--- src/spps_pkg.sv ---
// Purpose: Shared constants and carrier types for the six-pin port with pin steering.
// Assumes: AXI4-Lite register access with 32-bit data, one register per aligned word.
// Notes:   Byte offsets and reset values live here and nowhere else.
`default_nettype none
package spps_pkg;

	// ----------------------------------------------------------------
	// Register map
	// ----------------------------------------------------------------
	localparam logic [7:0] ADDR_STEER = 8'h00;
	localparam logic [7:0] ADDR_LEVELS = 8'h04;
	localparam logic [7:0] ADDR_DIR = 8'h08;
	localparam logic [7:0] ADDR_LATCH = 8'h0C;
	localparam logic [7:0] ADDR_ANALOG = 8'h10;
	localparam logic [7:0] ADDR_OPEN_DRAIN = 8'h14;
	localparam logic [7:0] ADDR_SLEW = 8'h18;
	localparam logic [7:0] ADDR_THRESH = 8'h1C;

	// ----------------------------------------------------------------
	// Field positions and masks
	// ----------------------------------------------------------------
	localparam int BIT_RECEIVE = 7;
	localparam int BIT_WAVE_A = 6;
	localparam int BIT_WAVE_B = 5;
	localparam int BIT_TIMER_GATE = 3;
	localparam int BIT_TRANSMIT = 2;
	localparam int BIT_SECOND_PWM = 1;
	localparam int BIT_FIRST_PWM = 0;
	localparam logic [7:0] MASK_STEER = 8'hEF;
	localparam logic [7:0] MASK_PORT = 8'h37;
	localparam logic [7:0] MASK_THRESH = 8'h3F;
	localparam logic [7:0] MASK_ANALOG = 8'h17;
	localparam logic [7:0] DIR_PIN3_ONE = 8'h08;

	// ----------------------------------------------------------------
	// Reset values
	// ----------------------------------------------------------------
	localparam logic [7:0] RST_STEER = 8'h00;
	localparam logic [7:0] RST_DIR = 8'h37;
	localparam logic [7:0] RST_LATCH = 8'h00;
	localparam logic [7:0] RST_ANALOG = 8'h17;
	localparam logic [7:0] RST_OPEN_DRAIN = 8'h00;
	localparam logic [7:0] RST_SLEW = 8'h37;
	localparam logic [7:0] RST_THRESH = 8'h00;

	localparam logic [1:0] RESP_OKAY = 2'b00;
	localparam logic [1:0] RESP_SLVERR = 2'b10;

	// ----------------------------------------------------------------
	// Carrier types
	// ----------------------------------------------------------------
	typedef struct packed {
		logic programming_data_en;
		logic programming_data;
		logic dac_output_en;
		logic clock_output_en;
		logic clock_output_pin;
		logic waveform_out_a_en;
		logic waveform_out_a;
		logic waveform_out_b_en;
		logic waveform_out_b;
		logic waveform_fault_en;
		logic waveform_fault;
		logic comparator_output_en;
		logic comparator_output;
		logic transmit_en;
		logic transmit;
		logic first_pwm_output_en;
		logic first_pwm_output;
		logic second_pwm_output_en;
		logic second_pwm_output;
		logic third_pwm_output_en;
		logic third_pwm_output;
	} spps_periph_s;

	typedef struct packed {
		logic [5:0] drive;
		logic [5:0] drive_en;
		logic [5:0] open_drain;
		logic [5:0] slew_limit;
		logic [5:0] schmitt;
	} spps_pad_s;

	typedef struct packed {
		logic serial_receive_or_sync_data;
		logic timer_gate_input;
		logic [5:0] analog_active;
	} spps_inputs_s;

endpackage
`default_nettype wire

--- src/spps_port.sv ---
// Purpose: Six-pin port with direction, latch, analog, open-drain, slew, threshold and pin steering.
// Assumes: Pin levels and peripheral signals are synchronous to clk; AXI4-Lite slave with 32-bit data.
// Notes:   Pad outputs are registered, so pins follow the register state one cycle later.
//
// Local design decisions: the AXI4-Lite slave port and the register offsets.
`default_nettype none
module spps_port
	import spps_pkg::*;
(
	input  wire logic                   clk,
	input  wire logic                   reset,
	input  wire logic [7:0]             s_axi_awaddr,
	input  wire logic                   s_axi_awvalid,
	output var  logic                   s_axi_awready,
	input  wire logic [31:0]            s_axi_wdata,
	input  wire logic [3:0]             s_axi_wstrb,
	input  wire logic                   s_axi_wvalid,
	output var  logic                   s_axi_wready,
	output var  logic [1:0]             s_axi_bresp,
	output var  logic                   s_axi_bvalid,
	input  wire logic                   s_axi_bready,
	input  wire logic [7:0]             s_axi_araddr,
	input  wire logic                   s_axi_arvalid,
	output var  logic                   s_axi_arready,
	output var  logic [31:0]            s_axi_rdata,
	output var  logic [1:0]             s_axi_rresp,
	output var  logic                   s_axi_rvalid,
	input  wire logic                   s_axi_rready,
	input  wire logic [5:0]             pin_in,
	input  wire logic [5:0]             pin_schmitt_in,
	input  wire spps_pkg::spps_periph_s periph,
	output var  spps_pkg::spps_pad_s    pad,
	output var  spps_pkg::spps_inputs_s inputs
);

	// ----------------------------------------------------------------
	// Register state
	// ----------------------------------------------------------------
	logic [7:0]  steer_q;
	logic [7:0]  dir_q;
	logic [7:0]  latch_q;
	logic [7:0]  analog_q;
	logic [7:0]  open_drain_q;
	logic [7:0]  slew_q;
	logic [7:0]  thresh_q;
	logic [7:0]  aw_addr_q;
	logic        aw_have_q;
	logic [31:0] w_data_q;
	logic        w_have_q;
	logic        do_write;
	logic        write_ok;
	logic [7:0]  wbyte;
	logic [5:0]  digital_in;
	logic [7:0]  read_mux;
	logic        read_ok;
	logic [5:0]  drive_d;
	logic [5:0]  drive_en_d;

	function automatic logic known_addr(input logic [7:0] a);
		known_addr = (a == ADDR_STEER) || (a == ADDR_LEVELS) || (a == ADDR_DIR) || (a == ADDR_LATCH) ||
			(a == ADDR_ANALOG) || (a == ADDR_OPEN_DRAIN) || (a == ADDR_SLEW) || (a == ADDR_THRESH);
	endfunction

	// Picks the first enabled source of a priority chain, falling back to the latch.
	function automatic logic [1:0] pick(input logic [4:0] en, input logic [4:0] val, input logic lat,
		input logic gp_en);
		logic [1:0] r;
		r = {gp_en, lat};
		for (int i = 4; i >= 0; i--) begin
			if (en[i]) begin
				r = {1'b1, val[i]};
				break;
			end
		end
		pick = r;
	endfunction

	// ----------------------------------------------------------------
	// Write channel
	// ----------------------------------------------------------------
	assign do_write = aw_have_q && w_have_q && !s_axi_bvalid;
	assign write_ok = known_addr(aw_addr_q);
	assign wbyte = w_data_q[7:0];

	always_ff @(posedge clk) begin
		if (reset) begin
			aw_have_q <= 1'b0;
			aw_addr_q <= 8'h00;
			s_axi_awready <= 1'b0;
		end else begin
			s_axi_awready <= !aw_have_q && !s_axi_awready && s_axi_awvalid;
			if (s_axi_awvalid && s_axi_awready) begin
				aw_have_q <= 1'b1;
				aw_addr_q <= s_axi_awaddr;
			end else if (do_write) begin
				aw_have_q <= 1'b0;
			end
		end
	end

	always_ff @(posedge clk) begin
		if (reset) begin
			w_have_q <= 1'b0;
			w_data_q <= 32'h0000_0000;
			s_axi_wready <= 1'b0;
		end else begin
			s_axi_wready <= !w_have_q && !s_axi_wready && s_axi_wvalid;
			if (s_axi_wvalid && s_axi_wready) begin
				w_have_q <= 1'b1;
				w_data_q <= {s_axi_wdata[31:8], s_axi_wstrb[0] ? s_axi_wdata[7:0] : 8'h00};
			end else if (do_write) begin
				w_have_q <= 1'b0;
			end
		end
	end

	always_ff @(posedge clk) begin
		if (reset) begin
			s_axi_bvalid <= 1'b0;
			s_axi_bresp <= RESP_OKAY;
		end else if (do_write) begin
			s_axi_bvalid <= 1'b1;
			s_axi_bresp <= write_ok ? RESP_OKAY : RESP_SLVERR;
		end else if (s_axi_bready) begin
			s_axi_bvalid <= 1'b0;
		end
	end

	// ----------------------------------------------------------------
	// Control registers
	// ----------------------------------------------------------------
	// Byte lane 0 only; a write with strobe 0 clear leaves the register alone.
	logic strobe0_q;
	always_ff @(posedge clk) begin
		if (reset) begin
			strobe0_q <= 1'b0;
		end else if (s_axi_wvalid && s_axi_wready) begin
			strobe0_q <= s_axi_wstrb[0];
		end
	end

	always_ff @(posedge clk) begin
		if (reset) begin
			steer_q <= RST_STEER;
			dir_q <= RST_DIR;
			analog_q <= RST_ANALOG;
			open_drain_q <= RST_OPEN_DRAIN;
			slew_q <= RST_SLEW;
			thresh_q <= RST_THRESH;
		end else if (do_write && strobe0_q) begin
			case (aw_addr_q)
				ADDR_STEER: begin
					steer_q <= wbyte & MASK_STEER;
				end
				ADDR_DIR: begin
					dir_q <= wbyte & MASK_PORT;
				end
				ADDR_ANALOG: begin
					analog_q <= wbyte & MASK_ANALOG;
				end
				ADDR_OPEN_DRAIN: begin
					open_drain_q <= wbyte & MASK_PORT;
				end
				ADDR_SLEW: begin
					slew_q <= wbyte & MASK_PORT;
				end
				ADDR_THRESH: begin
					thresh_q <= wbyte & MASK_THRESH;
				end
				default: begin
				end
			endcase
		end
	end

	// Port and latch writes both land in the output latch.
	always_ff @(posedge clk) begin
		if (reset) begin
			latch_q <= RST_LATCH;
		end else if (do_write && strobe0_q && (aw_addr_q == ADDR_LEVELS || aw_addr_q == ADDR_LATCH)) begin
			latch_q <= wbyte & MASK_PORT;
		end
	end

	// ----------------------------------------------------------------
	// Input path
	// ----------------------------------------------------------------
	always_comb begin
		for (int i = 0; i < 6; i++) begin
			digital_in[i] = (thresh_q[i] ? pin_schmitt_in[i] : pin_in[i]);
		end
		digital_in = digital_in & ~analog_q[5:0];
	end

	always_ff @(posedge clk) begin
		if (reset) begin
			inputs <= '0;
		end else begin
			inputs.serial_receive_or_sync_data <= steer_q[BIT_RECEIVE] ? digital_in[5] : digital_in[1];
			inputs.timer_gate_input <= steer_q[BIT_TIMER_GATE] ? digital_in[3] : digital_in[4];
			inputs.analog_active <= analog_q[5:0];
		end
	end

	// ----------------------------------------------------------------
	// Read channel
	// ----------------------------------------------------------------
	always_comb begin
		read_ok = 1'b1;
		case (s_axi_araddr)
			ADDR_STEER: read_mux = steer_q;
			ADDR_LEVELS: read_mux = {2'b00, digital_in};
			ADDR_DIR: read_mux = dir_q | DIR_PIN3_ONE;
			ADDR_LATCH: read_mux = latch_q;
			ADDR_ANALOG: read_mux = analog_q;
			ADDR_OPEN_DRAIN: read_mux = open_drain_q;
			ADDR_SLEW: read_mux = slew_q;
			ADDR_THRESH: read_mux = thresh_q;
			default: begin
				read_mux = 8'h00;
				read_ok = 1'b0;
			end
		endcase
	end

	always_ff @(posedge clk) begin
		if (reset) begin
			s_axi_arready <= 1'b0;
			s_axi_rvalid <= 1'b0;
			s_axi_rdata <= 32'h0000_0000;
			s_axi_rresp <= RESP_OKAY;
		end else begin
			s_axi_arready <= !s_axi_rvalid && !s_axi_arready && s_axi_arvalid;
			if (s_axi_arvalid && s_axi_arready) begin
				s_axi_rvalid <= 1'b1;
				s_axi_rdata <= {24'h00_0000, read_mux};
				s_axi_rresp <= read_ok ? RESP_OKAY : RESP_SLVERR;
			end else if (s_axi_rready) begin
				s_axi_rvalid <= 1'b0;
			end
		end
	end

	// ----------------------------------------------------------------
	// Output priority and steering
	// ----------------------------------------------------------------
	// Direction clear enables the latch driver; peripherals override it when enabled.
	always_comb begin
		logic [5:0] gp_en;
		logic [1:0] r;
		gp_en = ~dir_q[5:0];
		r = 2'b00;
		drive_d = 6'h00;
		drive_en_d = 6'h00;
		// Pin 0: programming data, wave B, DAC, transmit, second PWM, latch.
		r = pick({periph.programming_data_en,
			periph.waveform_out_b_en && !steer_q[BIT_WAVE_B],
			periph.dac_output_en,
			periph.transmit_en && !steer_q[BIT_TRANSMIT],
			periph.second_pwm_output_en && !steer_q[BIT_SECOND_PWM]},
			{periph.programming_data, periph.waveform_out_b, 1'b0, periph.transmit,
			periph.second_pwm_output}, latch_q[0], gp_en[0]);
		{drive_en_d[0], drive_d[0]} = r;
		// Pin 1: first PWM, latch.
		r = pick({4'h0, periph.first_pwm_output_en && !steer_q[BIT_FIRST_PWM]},
			{4'h0, periph.first_pwm_output}, latch_q[1], gp_en[1]);
		{drive_en_d[1], drive_d[1]} = r;
		// Pin 2: wave A, fault, comparator, third PWM, latch.
		r = pick({1'b0, periph.waveform_out_a_en && !steer_q[BIT_WAVE_A],
			periph.waveform_fault_en, periph.comparator_output_en, periph.third_pwm_output_en},
			{1'b0, periph.waveform_out_a, periph.waveform_fault, periph.comparator_output,
			periph.third_pwm_output}, latch_q[2], gp_en[2]);
		{drive_en_d[2], drive_d[2]} = r;
		// Pin 4: clock output, wave B, transmit, second PWM, latch.
		r = pick({1'b0, periph.clock_output_en,
			periph.waveform_out_b_en && steer_q[BIT_WAVE_B],
			periph.transmit_en && steer_q[BIT_TRANSMIT],
			periph.second_pwm_output_en && steer_q[BIT_SECOND_PWM]},
			{1'b0, periph.clock_output_pin, periph.waveform_out_b, periph.transmit,
			periph.second_pwm_output}, latch_q[4], gp_en[4]);
		{drive_en_d[4], drive_d[4]} = r;
		// Pin 5: wave A, first PWM, latch.
		r = pick({3'h0, periph.waveform_out_a_en && steer_q[BIT_WAVE_A],
			periph.first_pwm_output_en && steer_q[BIT_FIRST_PWM]},
			{3'h0, periph.waveform_out_a, periph.first_pwm_output}, latch_q[5], gp_en[5]);
		{drive_en_d[5], drive_d[5]} = r;
	end

	// Open-drain pins release the wire instead of driving high.
	always_ff @(posedge clk) begin
		if (reset) begin
			pad <= '0;
		end else begin
			pad.drive <= drive_d;
			pad.drive_en <= drive_en_d & ~(open_drain_q[5:0] & drive_d);
			pad.open_drain <= open_drain_q[5:0];
			pad.slew_limit <= slew_q[5:0];
			pad.schmitt <= thresh_q[5:0];
		end
	end

endmodule
`default_nettype wire

--- config.mk ---
export PLATFORM = sky130hd
export DESIGN_NAME = spps_port
export DESIGN_NICKNAME = d
export VERILOG_FILES = /design/src/spps_pkg.sv /design/src/spps_port.sv
export SDC_FILE = /design/constraint.sdc
export NUM_CORES = 1
export LEC_CHECK = 0
export BUFFER_PORTS_ARGS = -buffer_cell sky130_fd_sc_hd__buf_2
export CAP_MARGIN = 5
export CORE_MARGIN = 3
export CORE_UTILIZATION = 35
export CTS_CLUSTER_DIAMETER = 30
export DETAILED_ROUTE_END_ITERATION = 6
export PLACE_DENSITY = 0.63
export SKIP_CTS_REPAIR_TIMING = 1
export SKIP_LAST_GASP = 1
export SYNTH_ARGS = -nofsm -noshare
export SYNTH_HDL_FRONTEND = slang
export SYNTH_SLANG_ARGS = --single-unit
--- constraint.sdc ---
create_clock -name clk -period 2.7 [get_ports clk]
set_input_delay 0.405 -clock clk [delete_from_list [all_inputs] [get_ports clk]]
set_output_delay 0.405 -clock clk [all_outputs]
set_load 0.03 [all_outputs]
======== After elaboration in Yosys (flattened, before gate mapping) ========
Cells that the tools add are included.
word-level totals
  register bits after elaboration ......... 107
cells by class
  equal/unequal tests ..................... 14
  multiplexer cells ....................... 70
  bitwise logic cells ..................... 6
  reduce and logical (&&, ||, !) cells .... 56
operators by type and width
  kind                                                 count
  equality test 8 x 5 -> 1 bit, second input constant  8
  case mux 8 bit (8 select lines)                      1
  two-way mux 2 bit                                    29
  two-way mux 1 bit                                    39
  equality test 8 x 4 -> 1 bit, second input constant  4
  logical AND 1 bit                                    23
  bitwise AND 6 bit                                    3
  equality test 8 x 3 -> 1 bit, second input constant  2
  zero test 8 bit                                      2
  zero test 1 bit                                      12
  NOT 6 bit                                            2
  AND reduction 2 bit                                  6
  logical OR 1 bit                                     8
  two-way mux 8 bit                                    1
  nonzero test 2 bit                                   4
  OR reduction 8 bit                                   1
  NOT 5 -> 6 bit                                       1

======== Logic depth before layout (Yosys ltp) ========
  depth in word-level cells ............... 16
  gate-level depth with buffers ........... 6
  gate-level depth less buffers ........... 5

======== Worst setup path before layout ========
No wires, ideal clock.
  path type ............................... reg-to-reg
  from .................................... register aw_addr_q[0]
  to ...................................... register steer_q[0]
  data arrival time ....................... 1.981 ns
  path slack .............................. 0.591 ns
  stages on the path, launching flop included .. 7
  path buffers ............................ 1
  path through ............................ dfxtp_1 or4_4 or3_4 or4_1 buf_6 mux2i_1 nor2_1
between the ends
  longest elaborated chain between the ends .. 2
ends and longest elaborated chain
  what                                  line              text
  from (decl)                           spps_port.sv:46   logic [7:0] aw_addr_q;
  from (signal assigned)                spps_port.sv:94   aw_addr_q <= s_axi_awaddr;
  zero test 8 bit                       spps_port.sv:151  case (aw_addr_q)
  AND reduction 2 bit (no source line)  --
  to (signal assigned)                  spps_port.sv:153  steer_q <= wbyte & MASK_STEER;
  to (decl)                             spps_port.sv:39   logic [7:0] steer_q;
No other way between the ends.
A chain may end at the register's enable or synchronous reset.

======== Worst setup path after layout ========
  from .................................... register aw_addr_q[0]
  to ...................................... register steer_q[2]
The elaborated chain is that of the path after synthesis.

==> impl_metrics.json <==
{
  "firstDrtPassIters": 4,
  "seq_area_frac_synth_pct": 46.8,
  "arrival_ns": 2.55,
  "synth_area_leaders": "dfxtp_1 47%, mux2i_1 9.6%, buf_4 5.5%",
  "fmax_mhz": 428,
  "die_w_um": 118,
  "syn_inst": 497,
  "irDropWorstVdd_v": 0.000241,
  "initial_core_util_pct": 36.2,
  "drtIter0Drc": 286,
  "path_class": "reg -> reg",
  "cts_buffer_depth": 2,
  "grt_usage_pct": 15.8,
  "num_rows": 40,
  "end_kind": "register",
  "synth_edf_count": 0,
  "yosysUniqueCellTypes": 47,
  "async_reset_ff_share_pct": 0,
  "cellPowerDensity_nw_per_um2": 590,
  "setup_viol": 0,
  "place_area_um2": 4960,
  "cts_root_buf": "clkbuf_16",
  "place.gp.congestion": 0.907,
  "netlist_area_um2": 4400,
  "grt_pass1_vias": 3404,
  "drc": 0,
  "worst_pin_slew_ns": 0.643,
  "grt_max_degree": 48,
  "ys.flop_type": "dfxtp_1",
  "placed_cells": 752,
  "dp_hpwl_mm": 8.53,
  "h-tree-depth": 3,
  "drv_slew": 0,
  "vias": 3715,
  "wl_mm": 11.3,
  "cts_sinks": 103,
  "cts-buffers-inserted": 9,
  "min_period_ns": 2.34,
  "design_power_total_mw": 3.09,
  "synth.avg_cell_area_um2": 8.86,
  "die_y_um": 118,
  "fill_cells": 1227,
  "dieArea_um2": 14000,
  "clock_skew_ns": 0.00597,
  "layout_common_cells": "111 x buf_2, 103 x dfxtp_1, 52 x nand2_1, 50 x nor2_1, 42 x mux2i_1",
  "area_growth_pct": 19.0,
  "via_per_inst": 4.84,
  "core-area_um2": 12200,
  "yosysTopAreaCell": "dfxtp_1",
  "cp.required_ns": 2.91,
  "layout_commonest_cell": "buf_2",
  "stdcell_count": 768,
  "fin_setup_tns_ns": 0,
  "final_antenna_net_count": 0,
  "start_kind": "register",
  "rsz0062_at_grt": "false",
  "synth-seq-cells": 103,
  "drive_gt1_share_pct": 23.5,
  "worstSkewPairLatency_ns": 0.34,
  "maxCapViolations": 0,
  "grt_pass1_wl_mm": 17.6,
  "n_antenna_cell": 0,
  "slew_headroom_pct": 56.9,
  "synth_top_area_share_pct": 46.8,
  "hold_viol_final": 0,
  "yosysWarningCount": 0,
  "cts_tree": "done",
  "outcome": "completed",
  "gr-total-overflow": 0,
  "port_buffers": 111,
  "post-route-cell-area_um2": 5240,
  "fin_crit_sh_pct": 86.5,
  "wl_per_cell_um": 14.8,
  "crit_fanout": 7,
  "grt_antenna_before_repair": 0,
  "nNetsFinal": 687,
  "io_pins": 171,
  "p_leak_nw": 2.34,
  "hp-class": "in -> reg",
  "path_clk_slew_ns": 0.06
}
[cells by family after synthesis]
group / count (synthesis) / synth area share (%)
AO/OA/AOI/OAI: 71 / 9.69
AND/OR/NAND/NOR: 209 / 23.3
other: 1 / 0.0852
buffers and inverters: 65 / 8.44
multiplexers: 48 / 11.6
flip-flops: 103 / 46.8
[routing by layer]
| metal | vias up | GRT usage [%] | share of wire [%] |
|---|---|---|---|
| met3 | 23 | 3.97 | 8.8 |
| met5 | - | 0 | 0 |
| met2 | 167 | 25.3 | 45 |
| met4 | 0 | 6.74 | 2.3 |
| li1 | 1843 | - | - |
| met1 | 1682 | 20.3 | 43 |
[state kept, by name, indices dropped and copies added, names as in the netlist, 4 cells and up]
register      flops
analog_q          4
aw_addr_q         8
dir_q             5
inputs            6
latch_q           5
open_drain_q      5
pad              26
s_axi_rdata       8
slew_q            5
steer_q           7
thresh_q          6
w_data_q          8
[synth_stat cells, types with 2 or more instances]
cell type    n
nand2_1     52
a311oi_1     2
clkbuf_1    18
a21oi_1     35
a31oi_1      3
inv_1        7
nor4_1       4
nor2b_1     27
mux2_2       4
nand3b_1     3
buf_4       32
o21ai_0     14
o221a_2      2
nor2_1      50
and2_1       2
mux2i_1     42
o21a_1       2
nand2b_1     7
buf_1        7
nor3_1      15
a32oi_1      2
dfxtp_1    103
o31ai_1      2
mux4_2       2
nor4b_1      3
and3_1       2
nand3_1     35
[cell type report]
cell class	count	area, um2	area share (%)
clock buffer	14	264	5.04
clock inverter	2	15.0	0.287
inverter	7	26.3	0.501
multi-input combinational	360	2080	39.8
sequential	103	2060	39.4
tap	168	210	4.01
timing repair buffer	114	578	11.0
[power by group]
group | switching (mW) | internal [mW]
Clock | 0.547 | 0.677
Sequential | 0.0181 | 1.55
Combinational | 0.210 | 0.0914
Total | 0.775 | 2.31
[path summary, 6_finish.rpt]
check	start	endpoint	slack (ns)	cells past startpoint
worst max-delay path	aw_addr_q[0]	steer_q[2]	0.36	5
worst min-delay path	s_axi_awaddr[0]	aw_addr_q[0]	0.32	3
worst max register to register	aw_addr_q[0]	steer_q[2]	0.36	5
worst min register to register	s_axi_rvalid	s_axi_arready	0.46	1
[critical path, stage by stage (launching register included)]
cell	delay (ns)
dfxtp_1	0.31
or4_4	0.55
or3_4	0.36
or4_1	0.70
mux2i_1	0.22
nor2_1	0.06
[per-stage QoR]
stage	util (%)	hold WS (ns)	worst slack (ns)
6_report	43.1	0.316	0.364
5_1_grt	43.1	0.313	0.266
4_1_cts	43.1	0.310	0.352
3_5_place_dp	40.8	0.446	0.361
3_3_place_gp	40.8	0.432	0.399
2_1_floorplan	-	0.417	0.591
(Power assumes the default switching activity.)
